[src/inc/aits_map.vh]
// register map, field layout, reset values and timing counts of the
// analog input trip supervisor.
// assumes a 32-bit axi4-lite bus with one aligned word per register.
`ifndef AITS_MAP_VH
`define AITS_MAP_VH

// ---------------------------------------------------------------------
// register byte offsets
// ---------------------------------------------------------------------
`define AITS_OFS_LOW_LEVEL 8'h00
`define AITS_OFS_HIGH_LEVEL 8'h04
`define AITS_OFS_LOW_DELAY 8'h08
`define AITS_OFS_HIGH_DELAY 8'h0C
`define AITS_OFS_LOW_GRACE 8'h10
`define AITS_OFS_HIGH_GRACE 8'h14
`define AITS_OFS_SCALE_FLOOR 8'h18
`define AITS_OFS_SCALE_MAX 8'h1C
`define AITS_OFS_STATUS 8'h20
`define AITS_OFS_VALUE 8'h24

// ---------------------------------------------------------------------
// field widths and status bit positions
// ---------------------------------------------------------------------
`define AITS_VAL_W 15
`define AITS_SEC_W 10
`define AITS_ST_TRIP_LO 0
`define AITS_ST_TRIP_HI 1
`define AITS_ST_COND_LO 2
`define AITS_ST_COND_HI 3
`define AITS_ST_GRACE_LO 4
`define AITS_ST_GRACE_HI 5

// ---------------------------------------------------------------------
// encodings and reset values
// ---------------------------------------------------------------------
`define AITS_LEVEL_OFF 15'h0000
`define AITS_GRACE_OFF 10'h3FF
`define AITS_RST_LEVEL 15'h0000
`define AITS_RST_DELAY 10'h005
`define AITS_RST_GRACE 10'h005
`define AITS_RST_FLOOR 15'h0000
`define AITS_RST_MAX 15'h03E8

// ---------------------------------------------------------------------
// loop current span in microamps and time base
// ---------------------------------------------------------------------
`define AITS_LOOP_MIN_UA 15'h0FA0
`define AITS_LOOP_MAX_UA 15'h4E20
`define AITS_LOOP_SPAN_UA 29'h00003E80
`define AITS_TICK_TIME_S 1
`define AITS_CLK_HZ 50000000
`define AITS_TICK_CYCLES (`AITS_TICK_TIME_S * `AITS_CLK_HZ)

`endif

[src/verilog/aits_top.v]
// analog input trip supervisor: low and high trip levels with delays
// and start grace windows, registers over axi4-lite.
// assumes motor_start is a one-cycle pulse and all inputs are
// synchronous to aclk.
//
// Summary of operation
// - low side must heal within grace after start
// - zero grace checks value at start instant
// - low grace OFF trips whenever value unhealthy
// - low trip after continuous low for delay
// - high level 1..20000 or OFF, flags excess
// - high side must heal within grace after start
// - high grace OFF trips whenever value unhealthy
// - value scaled linearly, 20 mA is maximum
// - low level 1..20000 or OFF, flags drop
//
// The AXI4-Lite interface to the registers and the placing of the registers are this design's own decisions.
`timescale 1ns/10ps
`include "aits_map.vh"

module aits_top #(
  parameter TICK_CYCLES = `AITS_TICK_CYCLES
) (
  input wire aclk,
  input wire aresetn,
  input wire [7:0] s_axi_awaddr,
  input wire s_axi_awvalid,
  output wire s_axi_awready,
  input wire [31:0] s_axi_wdata,
  input wire [3:0] s_axi_wstrb,
  input wire s_axi_wvalid,
  output wire s_axi_wready,
  output reg [1:0] s_axi_bresp,
  output reg s_axi_bvalid,
  input wire s_axi_bready,
  input wire [7:0] s_axi_araddr,
  input wire s_axi_arvalid,
  output wire s_axi_arready,
  output reg [31:0] s_axi_rdata,
  output reg [1:0] s_axi_rresp,
  output reg s_axi_rvalid,
  input wire s_axi_rready,
  input wire [`AITS_VAL_W-1:0] loop_ua,
  input wire motor_start,
  input wire motor_running,
  output wire low_trip,
  output wire high_trip
);

  // ---------------------------------------------------------------------
  // configuration and status storage, index 0 low side, 1 high side
  // ---------------------------------------------------------------------
  reg [`AITS_VAL_W-1:0] level_r [0:1];
  reg [`AITS_SEC_W-1:0] delay_r [0:1];
  reg [`AITS_SEC_W-1:0] grace_r [0:1];
  reg [`AITS_VAL_W-1:0] scale_floor_value_r;
  reg [`AITS_VAL_W-1:0] scale_max_r;
  reg [1:0] trip_r;
  wire [1:0] trip_set;
  wire [1:0] cond;
  wire [1:0] grace_act;
  wire [`AITS_VAL_W-1:0] scaled;
  integer k;

  // ---------------------------------------------------------------------
  // one-second time base
  // ---------------------------------------------------------------------
  reg [31:0] div_r;
  reg tick_r;

  // a single enable pulse keeps every timer in the one clock domain
  always @(posedge aclk) begin
    if (!aresetn) begin
      div_r <= 32'h00000000;
      tick_r <= 1'b0;
    end else if (div_r == TICK_CYCLES - 1) begin
      div_r <= 32'h00000000;
      tick_r <= 1'b1;
    end else begin
      div_r <= div_r + 32'h00000001;
      tick_r <= 1'b0;
    end
  end

  aits_scaler u_scaler (
    .aclk(aclk),
    .aresetn(aresetn),
    .loop_ua(loop_ua),
    .scale_floor_value(scale_floor_value_r),
    .scale_max_value(scale_max_r),
    .scaled_r(scaled)
  );

  // ---------------------------------------------------------------------
  // per-side supervision
  // ---------------------------------------------------------------------
  genvar i;
  generate
    for (i = 0; i < 2; i = i + 1) begin : g_side
      reg [`AITS_SEC_W-1:0] dly_cnt_r;
      reg [`AITS_SEC_W-1:0] grc_cnt_r;
      reg grc_act_r;
      wire off;
      wire bad;
      wire dly_done;
      wire grc_off;
      wire grc_zero;
      wire start_fail;
      wire grc_fail;
      wire run_trip;

      assign off = (level_r[i] == `AITS_LEVEL_OFF);
      // low side unhealthy below level, high side above it
      assign bad = ~off & ((i == 0) ? (scaled < level_r[i])
                                    : (scaled > level_r[i]));
      assign dly_done = bad & (dly_cnt_r >= delay_r[i]);
      assign grc_off = (grace_r[i] == `AITS_GRACE_OFF);
      assign grc_zero = (grace_r[i] == 10'h000);
      assign start_fail = motor_start & grc_zero & bad;
      assign grc_fail = grc_act_r & tick_r & bad &
                        (grc_cnt_r + 10'h001 >= grace_r[i]);
      // OFF grace trips whether or not the motor runs
      assign run_trip = dly_done &
                        (grc_off | (motor_running & ~grc_act_r));
      assign trip_set[i] = start_fail | grc_fail | run_trip;
      assign cond[i] = bad;
      assign grace_act[i] = grc_act_r;

      // delay timer counts whole seconds of continuous excursion
      always @(posedge aclk) begin
        if (!aresetn || off || !bad)
          dly_cnt_r <= 10'h000;
        else if (tick_r && dly_cnt_r != 10'h3FF)
          dly_cnt_r <= dly_cnt_r + 10'h001;
      end

      // grace window opens at a start and closes on heal or expiry
      always @(posedge aclk) begin
        if (!aresetn || off) begin
          grc_act_r <= 1'b0;
          grc_cnt_r <= 10'h000;
        end else if (motor_start && !grc_off && !grc_zero) begin
          grc_act_r <= 1'b1;
          grc_cnt_r <= 10'h000;
        end else if (grc_act_r && (!bad || grc_fail)) begin
          grc_act_r <= 1'b0;
        end else if (grc_act_r && tick_r) begin
          grc_cnt_r <= grc_cnt_r + 10'h001;
        end
      end
    end
  endgenerate

  // ---------------------------------------------------------------------
  // axi4-lite write channel
  // ---------------------------------------------------------------------
  reg aw_got_r;
  reg w_got_r;
  reg [7:0] awaddr_r;
  reg [31:0] wdata_r;
  reg [3:0] wstrb_r;
  wire wr_go;
  wire wr_ok;
  wire [1:0] clr;

  assign s_axi_awready = ~aw_got_r & ~s_axi_bvalid;
  assign s_axi_wready = ~w_got_r & ~s_axi_bvalid;
  assign wr_go = aw_got_r & w_got_r & ~s_axi_bvalid;
  assign wr_ok = (awaddr_r[1:0] == 2'h0) &&
                 (awaddr_r <= `AITS_OFS_VALUE) &&
                 (awaddr_r != `AITS_OFS_VALUE);
  assign clr = (wr_go && awaddr_r == `AITS_OFS_STATUS && wstrb_r[0]) ?
               wdata_r[1:0] : 2'h0;

  // byte-lane mask; lanes above bit 15 never reach any field
  wire [15:0] wm = {{8{wstrb_r[1]}}, {8{wstrb_r[0]}}};
  wire [15:0] wv = wdata_r[15:0] & wm;

  // address and data may arrive in either order; answer two cycles after the later one
  always @(posedge aclk) begin
    if (!aresetn) begin
      aw_got_r <= 1'b0;
      w_got_r <= 1'b0;
      awaddr_r <= 8'h00;
      wdata_r <= 32'h00000000;
      wstrb_r <= 4'h0;
      s_axi_bvalid <= 1'b0;
      s_axi_bresp <= 2'h0;
    end else begin
      if (s_axi_awvalid && s_axi_awready) begin
        aw_got_r <= 1'b1;
        awaddr_r <= s_axi_awaddr;
      end
      if (s_axi_wvalid && s_axi_wready) begin
        w_got_r <= 1'b1;
        wdata_r <= s_axi_wdata;
        wstrb_r <= s_axi_wstrb;
      end
      if (wr_go) begin
        aw_got_r <= 1'b0;
        w_got_r <= 1'b0;
        s_axi_bvalid <= 1'b1;
        s_axi_bresp <= wr_ok ? 2'h0 : 2'h2;
      end else if (s_axi_bvalid && s_axi_bready) begin
        s_axi_bvalid <= 1'b0;
      end
    end
  end

  // configuration writes; unwritten byte lanes keep their old bits
  always @(posedge aclk) begin
    if (!aresetn) begin
      for (k = 0; k < 2; k = k + 1) begin
        level_r[k] <= `AITS_RST_LEVEL;
        delay_r[k] <= `AITS_RST_DELAY;
        grace_r[k] <= `AITS_RST_GRACE;
      end
      scale_floor_value_r <= `AITS_RST_FLOOR;
      scale_max_r <= `AITS_RST_MAX;
    end else if (wr_go) begin
      case (awaddr_r)
        `AITS_OFS_LOW_LEVEL: level_r[0] <= level_r[0] & ~wm[14:0] | wv[14:0];
        `AITS_OFS_HIGH_LEVEL: level_r[1] <= level_r[1] & ~wm[14:0] | wv[14:0];
        `AITS_OFS_LOW_DELAY: delay_r[0] <= delay_r[0] & ~wm[9:0] | wv[9:0];
        `AITS_OFS_HIGH_DELAY: delay_r[1] <= delay_r[1] & ~wm[9:0] | wv[9:0];
        `AITS_OFS_LOW_GRACE: grace_r[0] <= grace_r[0] & ~wm[9:0] | wv[9:0];
        `AITS_OFS_HIGH_GRACE: grace_r[1] <= grace_r[1] & ~wm[9:0] | wv[9:0];
        `AITS_OFS_SCALE_FLOOR: scale_floor_value_r <=
          scale_floor_value_r & ~wm[14:0] | wv[14:0];
        `AITS_OFS_SCALE_MAX: scale_max_r <= scale_max_r & ~wm[14:0] | wv[14:0];
        default: ;
      endcase
    end
  end

  // ---------------------------------------------------------------------
  // sticky trips; a new trip wins over a clear in the same cycle
  // ---------------------------------------------------------------------
  always @(posedge aclk) begin
    if (!aresetn)
      trip_r <= 2'h0;
    else
      trip_r <= (trip_r & ~clr) | trip_set;
  end

  assign low_trip = trip_r[`AITS_ST_TRIP_LO];
  assign high_trip = trip_r[`AITS_ST_TRIP_HI];

  // ---------------------------------------------------------------------
  // axi4-lite read channel
  // ---------------------------------------------------------------------
  reg [31:0] rd_nxt;
  reg rd_ok;

  assign s_axi_arready = ~s_axi_rvalid;

  always @* begin
    rd_ok = 1'b1;
    case (s_axi_araddr)
      `AITS_OFS_LOW_LEVEL: rd_nxt = {17'h00000, level_r[0]};
      `AITS_OFS_HIGH_LEVEL: rd_nxt = {17'h00000, level_r[1]};
      `AITS_OFS_LOW_DELAY: rd_nxt = {22'h000000, delay_r[0]};
      `AITS_OFS_HIGH_DELAY: rd_nxt = {22'h000000, delay_r[1]};
      `AITS_OFS_LOW_GRACE: rd_nxt = {22'h000000, grace_r[0]};
      `AITS_OFS_HIGH_GRACE: rd_nxt = {22'h000000, grace_r[1]};
      `AITS_OFS_SCALE_FLOOR: rd_nxt = {17'h00000, scale_floor_value_r};
      `AITS_OFS_SCALE_MAX: rd_nxt = {17'h00000, scale_max_r};
      `AITS_OFS_STATUS: rd_nxt = {26'h0000000, grace_act, cond, trip_r};
      `AITS_OFS_VALUE: rd_nxt = {17'h00000, scaled};
      default: begin
        rd_nxt = 32'h00000000;
        rd_ok = 1'b0;
      end
    endcase
  end

  // the read answer follows the address by one cycle
  always @(posedge aclk) begin
    if (!aresetn) begin
      s_axi_rvalid <= 1'b0;
      s_axi_rdata <= 32'h00000000;
      s_axi_rresp <= 2'h0;
    end else if (s_axi_arvalid && s_axi_arready) begin
      s_axi_rvalid <= 1'b1;
      s_axi_rdata <= rd_nxt;
      s_axi_rresp <= rd_ok ? 2'h0 : 2'h2;
    end else if (s_axi_rvalid && s_axi_rready) begin
      s_axi_rvalid <= 1'b0;
    end
  end

endmodule

[src/verilog/aits_scaler.v]
// linear scaler from loop current in microamps to an engineering value.
// assumes loop_ua is synchronous to aclk and updates at any rate.
`timescale 1ns/10ps
`include "aits_map.vh"

module aits_scaler (
  input wire aclk,
  input wire aresetn,
  input wire [`AITS_VAL_W-1:0] loop_ua,
  input wire [`AITS_VAL_W-1:0] scale_floor_value,
  input wire [`AITS_VAL_W-1:0] scale_max_value,
  output reg [`AITS_VAL_W-1:0] scaled_r
);

  // ---------------------------------------------------------------------
  // clamp, offset and scale
  // ---------------------------------------------------------------------
  reg [`AITS_VAL_W-1:0] ua_c;
  reg [`AITS_VAL_W-1:0] span;
  reg [28:0] prod;
  reg [28:0] quot;
  reg [`AITS_VAL_W-1:0] scaled_nxt;

  // below 4 ma reads as floor, above 20 ma reads as maximum scale
  always @* begin
    if (loop_ua < `AITS_LOOP_MIN_UA)
      ua_c = 15'h0000;
    else if (loop_ua > `AITS_LOOP_MAX_UA)
      ua_c = `AITS_LOOP_MAX_UA - `AITS_LOOP_MIN_UA;
    else
      ua_c = loop_ua - `AITS_LOOP_MIN_UA;
    // an inverted scale is treated as a flat one rather than wrapping
    if (scale_max_value > scale_floor_value)
      span = scale_max_value - scale_floor_value;
    else
      span = 15'h0000;
    prod = {14'h0000, ua_c} * {14'h0000, span};
    quot = prod / `AITS_LOOP_SPAN_UA;
    scaled_nxt = scale_floor_value + quot[`AITS_VAL_W-1:0];
  end

  // register the value; one cycle of latency hides the divider path
  always @(posedge aclk) begin
    if (!aresetn)
      scaled_r <= 15'h0000;
    else
      scaled_r <= scaled_nxt;
  end

endmodule

[config.mk]
export PLATFORM = sky130hd
export DESIGN_NAME = aits_top
export DESIGN_NICKNAME = d
export VERILOG_FILES = /design/src/verilog/aits_top.v /design/src/verilog/aits_scaler.v
export VERILOG_INCLUDE_DIRS = /design/src /design/src/inc
export SDC_FILE = /design/constraint.sdc
export NUM_CORES = 1
export LEC_CHECK = 0
export ABC_AREA = 1
export BUFFER_PORTS_ARGS = -buffer_cell sky130_fd_sc_hd__buf_2
export CAP_MARGIN = 20
export CORE_MARGIN = 8
export CORE_UTILIZATION = 45
export DETAILED_ROUTE_END_ITERATION = 12
export MAX_ROUTING_LAYER = met4
export SLEW_MARGIN = 10
export SYNTH_ARGS = -nofsm -noshare
export SYNTH_HDL_FRONTEND = slang
export SYNTH_SLANG_ARGS = --single-unit
[constraint.sdc]
create_clock -name aclk -period 30.4 [get_ports aclk]
set_clock_uncertainty 0.1 [all_clocks]
set_input_delay 6.08 -clock aclk [delete_from_list [all_inputs] [get_ports aclk]]
set_output_delay 6.08 -clock aclk [all_outputs]
set_load 0.02 [all_outputs]
==> reports/results.ini <==
[timing]
rsz0062_at_grt = false
period_needed_ns = 24.20
setup-violations-final = 0
slew_violations = 0
min_period_over_period_pct = 79.60
finalHoldViolations = 0
tightest_slew_ns = 1.080
fin_setup_tns_ns = 0
max_freq_mhz = 41.33
slew_headroom_pct = 27.83

[die]
initial_core_util_pct = 45.67
dieHeight_microns = 249.9
ios = 119
fp.coreArea_sq_mm = 0.05392
rows = 85
die_area_sq_mm = 0.06247
die_width_microns = 249.9

[setup_path]
startpoint_type = primary input
worstSetupPathType = primary input to flip-flop
cpMostUsedCell = nand2_1
max_stage_delay_ns = 0.71
crit_arrival_ns = 24.53
slowest_stage = o21ai_1
cp.required_ns = 30.74
rr_worst_depth = 131
critPathMaxFanout = 11
worstSetupEndpointType = flip-flop

[route]
vias = 21763
wl_per_cell_microns = 16.27
drtPass1Iterations = 5
drt_iter0_markers = 1396
drc = 0
antenna_left = 0
wirelength_mm = 68.36
viasPerCell = 5.180

[place]
numPortBuffers = 80
gp_congestion = 0.9608
hpwl_mm = 55.19

[grt]
grt_max_degree = 56
grt_pass1_wl_mm = 112.0
gr-usage-met2_pct = 35.39
use_met1_pct = 30.72
busiest_layer = met2
overflow = 0
grt_pass1_vias = 21156
met3_usage_pct = 3.128
antenna_found_initial = 0
track_usage_pct = 22.29

[cts]
clk_pin_slew_ns = 0.06
cts_buffer_depth = 3
cts_sinks = 238
cts_hold_buf = 0
clock_latency_ns = 0.52
cts_tree = yes
cts_root_buf = clkbuf_16
cts_buffers = 23
cts_resized = 0
cts_setup_buffers = 0
htreeDepth = 1

[logic_synthesis]
synth_area_sq_mm = 0.02463
syn_avg_cell_area_sq_um = 7.174
yosys_warnings = 0
synth_cells = 3433
ys_seq_elements = 238
ys_seq_area_share_pct = 22.19
yosysUniqueCellTypes = 60

[layout]
final_common_cell = nand2_1
nets = 3928
synthToLayoutAreaGrowth_pct = 7.372
final_layout_size_suffix_gt1_share_pct = 8.673
antenna_cells = 0
nFillCells = 5512
layout_common_cells = nand2_1, inv_1, nor2_1, a21oi_1, ha_1

[run]
drv_cap = 0

[outcome]
status = complete, no violations

[hold_path]
hold_class = flip-flop to flip-flop
worstHoldPathCells = 1

==> synthesized netlist by cell type, drive strengths merged <==
master,instances,area share [%]
nand2,700,12
inv,644,9.8
nor2,432,7.0
a21oi,231,4.8
ha,194,9.9
o21ai,176,3.7
dfxtp,168,14
fa,168,14
nand3,153,3.6
edfxtp,70,8.5
clkbuf,62,0.94
xor2,62,2.2
nor3,60,1.2
nand4,54,1.6
o21a,31,0.94
o22ai,28,0.74
buf,20,0.62
xnor2,20,0.79
nor3b,18,0.55
nor4,16,0.41
a221oi,15,0.53
o211ai,13,0.40
clkinv,12,0.18
nand3b,12,0.37
o2111ai,10,0.36
o21bai,10,0.34
or2,9,0.23
a31oi,7,0.18
a21boi,6,0.18
and2,6,0.15
o221ai,5,0.18
o31ai,5,0.15
a221o,4,0.16
a211oi,3,0.091
a21o,3,0.091
o41ai,3,0.11
conb,1,0.015
o2111a,1,0.046
o2bb2ai,1,0.036
==> worst max-delay path, delay by kind of cell <==
family	cells	cell delay, ns
buffers and inverters	17	1.66
and+or+nand+nor	86	9.75
adders and majority gates	10	4.24
xor gates and xnor gates	1	0.16
AOI/OAI and AO/OA	14	2.61
==> metal layers <==
metal | vias up | share of wire, %
li1 | 11097 | -
met1 | 10067 | 48
met2 | 520 | 45
met3 | 79 | 5.7
met4 | 0 | 1.4
met5 | - | 0
==> final cells by class <==
cell class / count / area (sq um) / share of cell area [%]
inverters: 656 / 2465 / 9.321
well taps: 696 / 870.8 / 3.293
clock inverters: 3 / 15.01 / 0.05678
repair buffers: 96 / 518.0 / 1.959
multi-input cells: 2475 / 16380 / 61.94
flip-flops and latches: 238 / 5465 / 20.67
clock buffers: 37 / 730.7 / 2.763
==> path summary, 6_finish.rpt <==
check | from | endpoint | slack, ns
setup / recovery | loop_ua[6] | u_scaler.scaled_r[14] | 6.20
hold / removal | div_r[0] | div_r[0] | 0.35
setup reg to reg | flip-flop | u_scaler.scaled_r[14] | 10.51
hold reg to reg | div_r[0] | div_r[0] | 0.35
==> stage by stage <==
step	hold WS, ns	setup slack [ns]	instance area (sq um)	std cells	util (%)
6_report	0.3532	6.203	26440	4201	49.04
5_1_grt	0.3691	3.882	26440	4201	49.04
4_1_cts	0.3591	5.589	26430	4199	49.02
3_5_place_dp	0.3467	5.116	25680	4159	47.63
3_3_place_gp	0.3351	5.124	25680	4159	47.63
2_1_floorplan	0.3176	8.825	24690	3451	-
==> cell families (layout without fill, tap and decap cells) <==
group	after synthesis	count (layout)	share of synthesized area [%]
AND/OR/NAND/NOR	1460	1460	26.76
buffers and inverters	738	792	11.58
AO/OA/AOI/OAI	552	552	12.95
adder cells (fa/ha/maj)	362	362	23.51
flip-flops	238	238	22.19
XOR/XNOR	82	82	2.992
other	1	19	0.01523
Power is not shown: default switching activity piles up to over one toggle a cycle in this logic, so the estimate is an artifact.
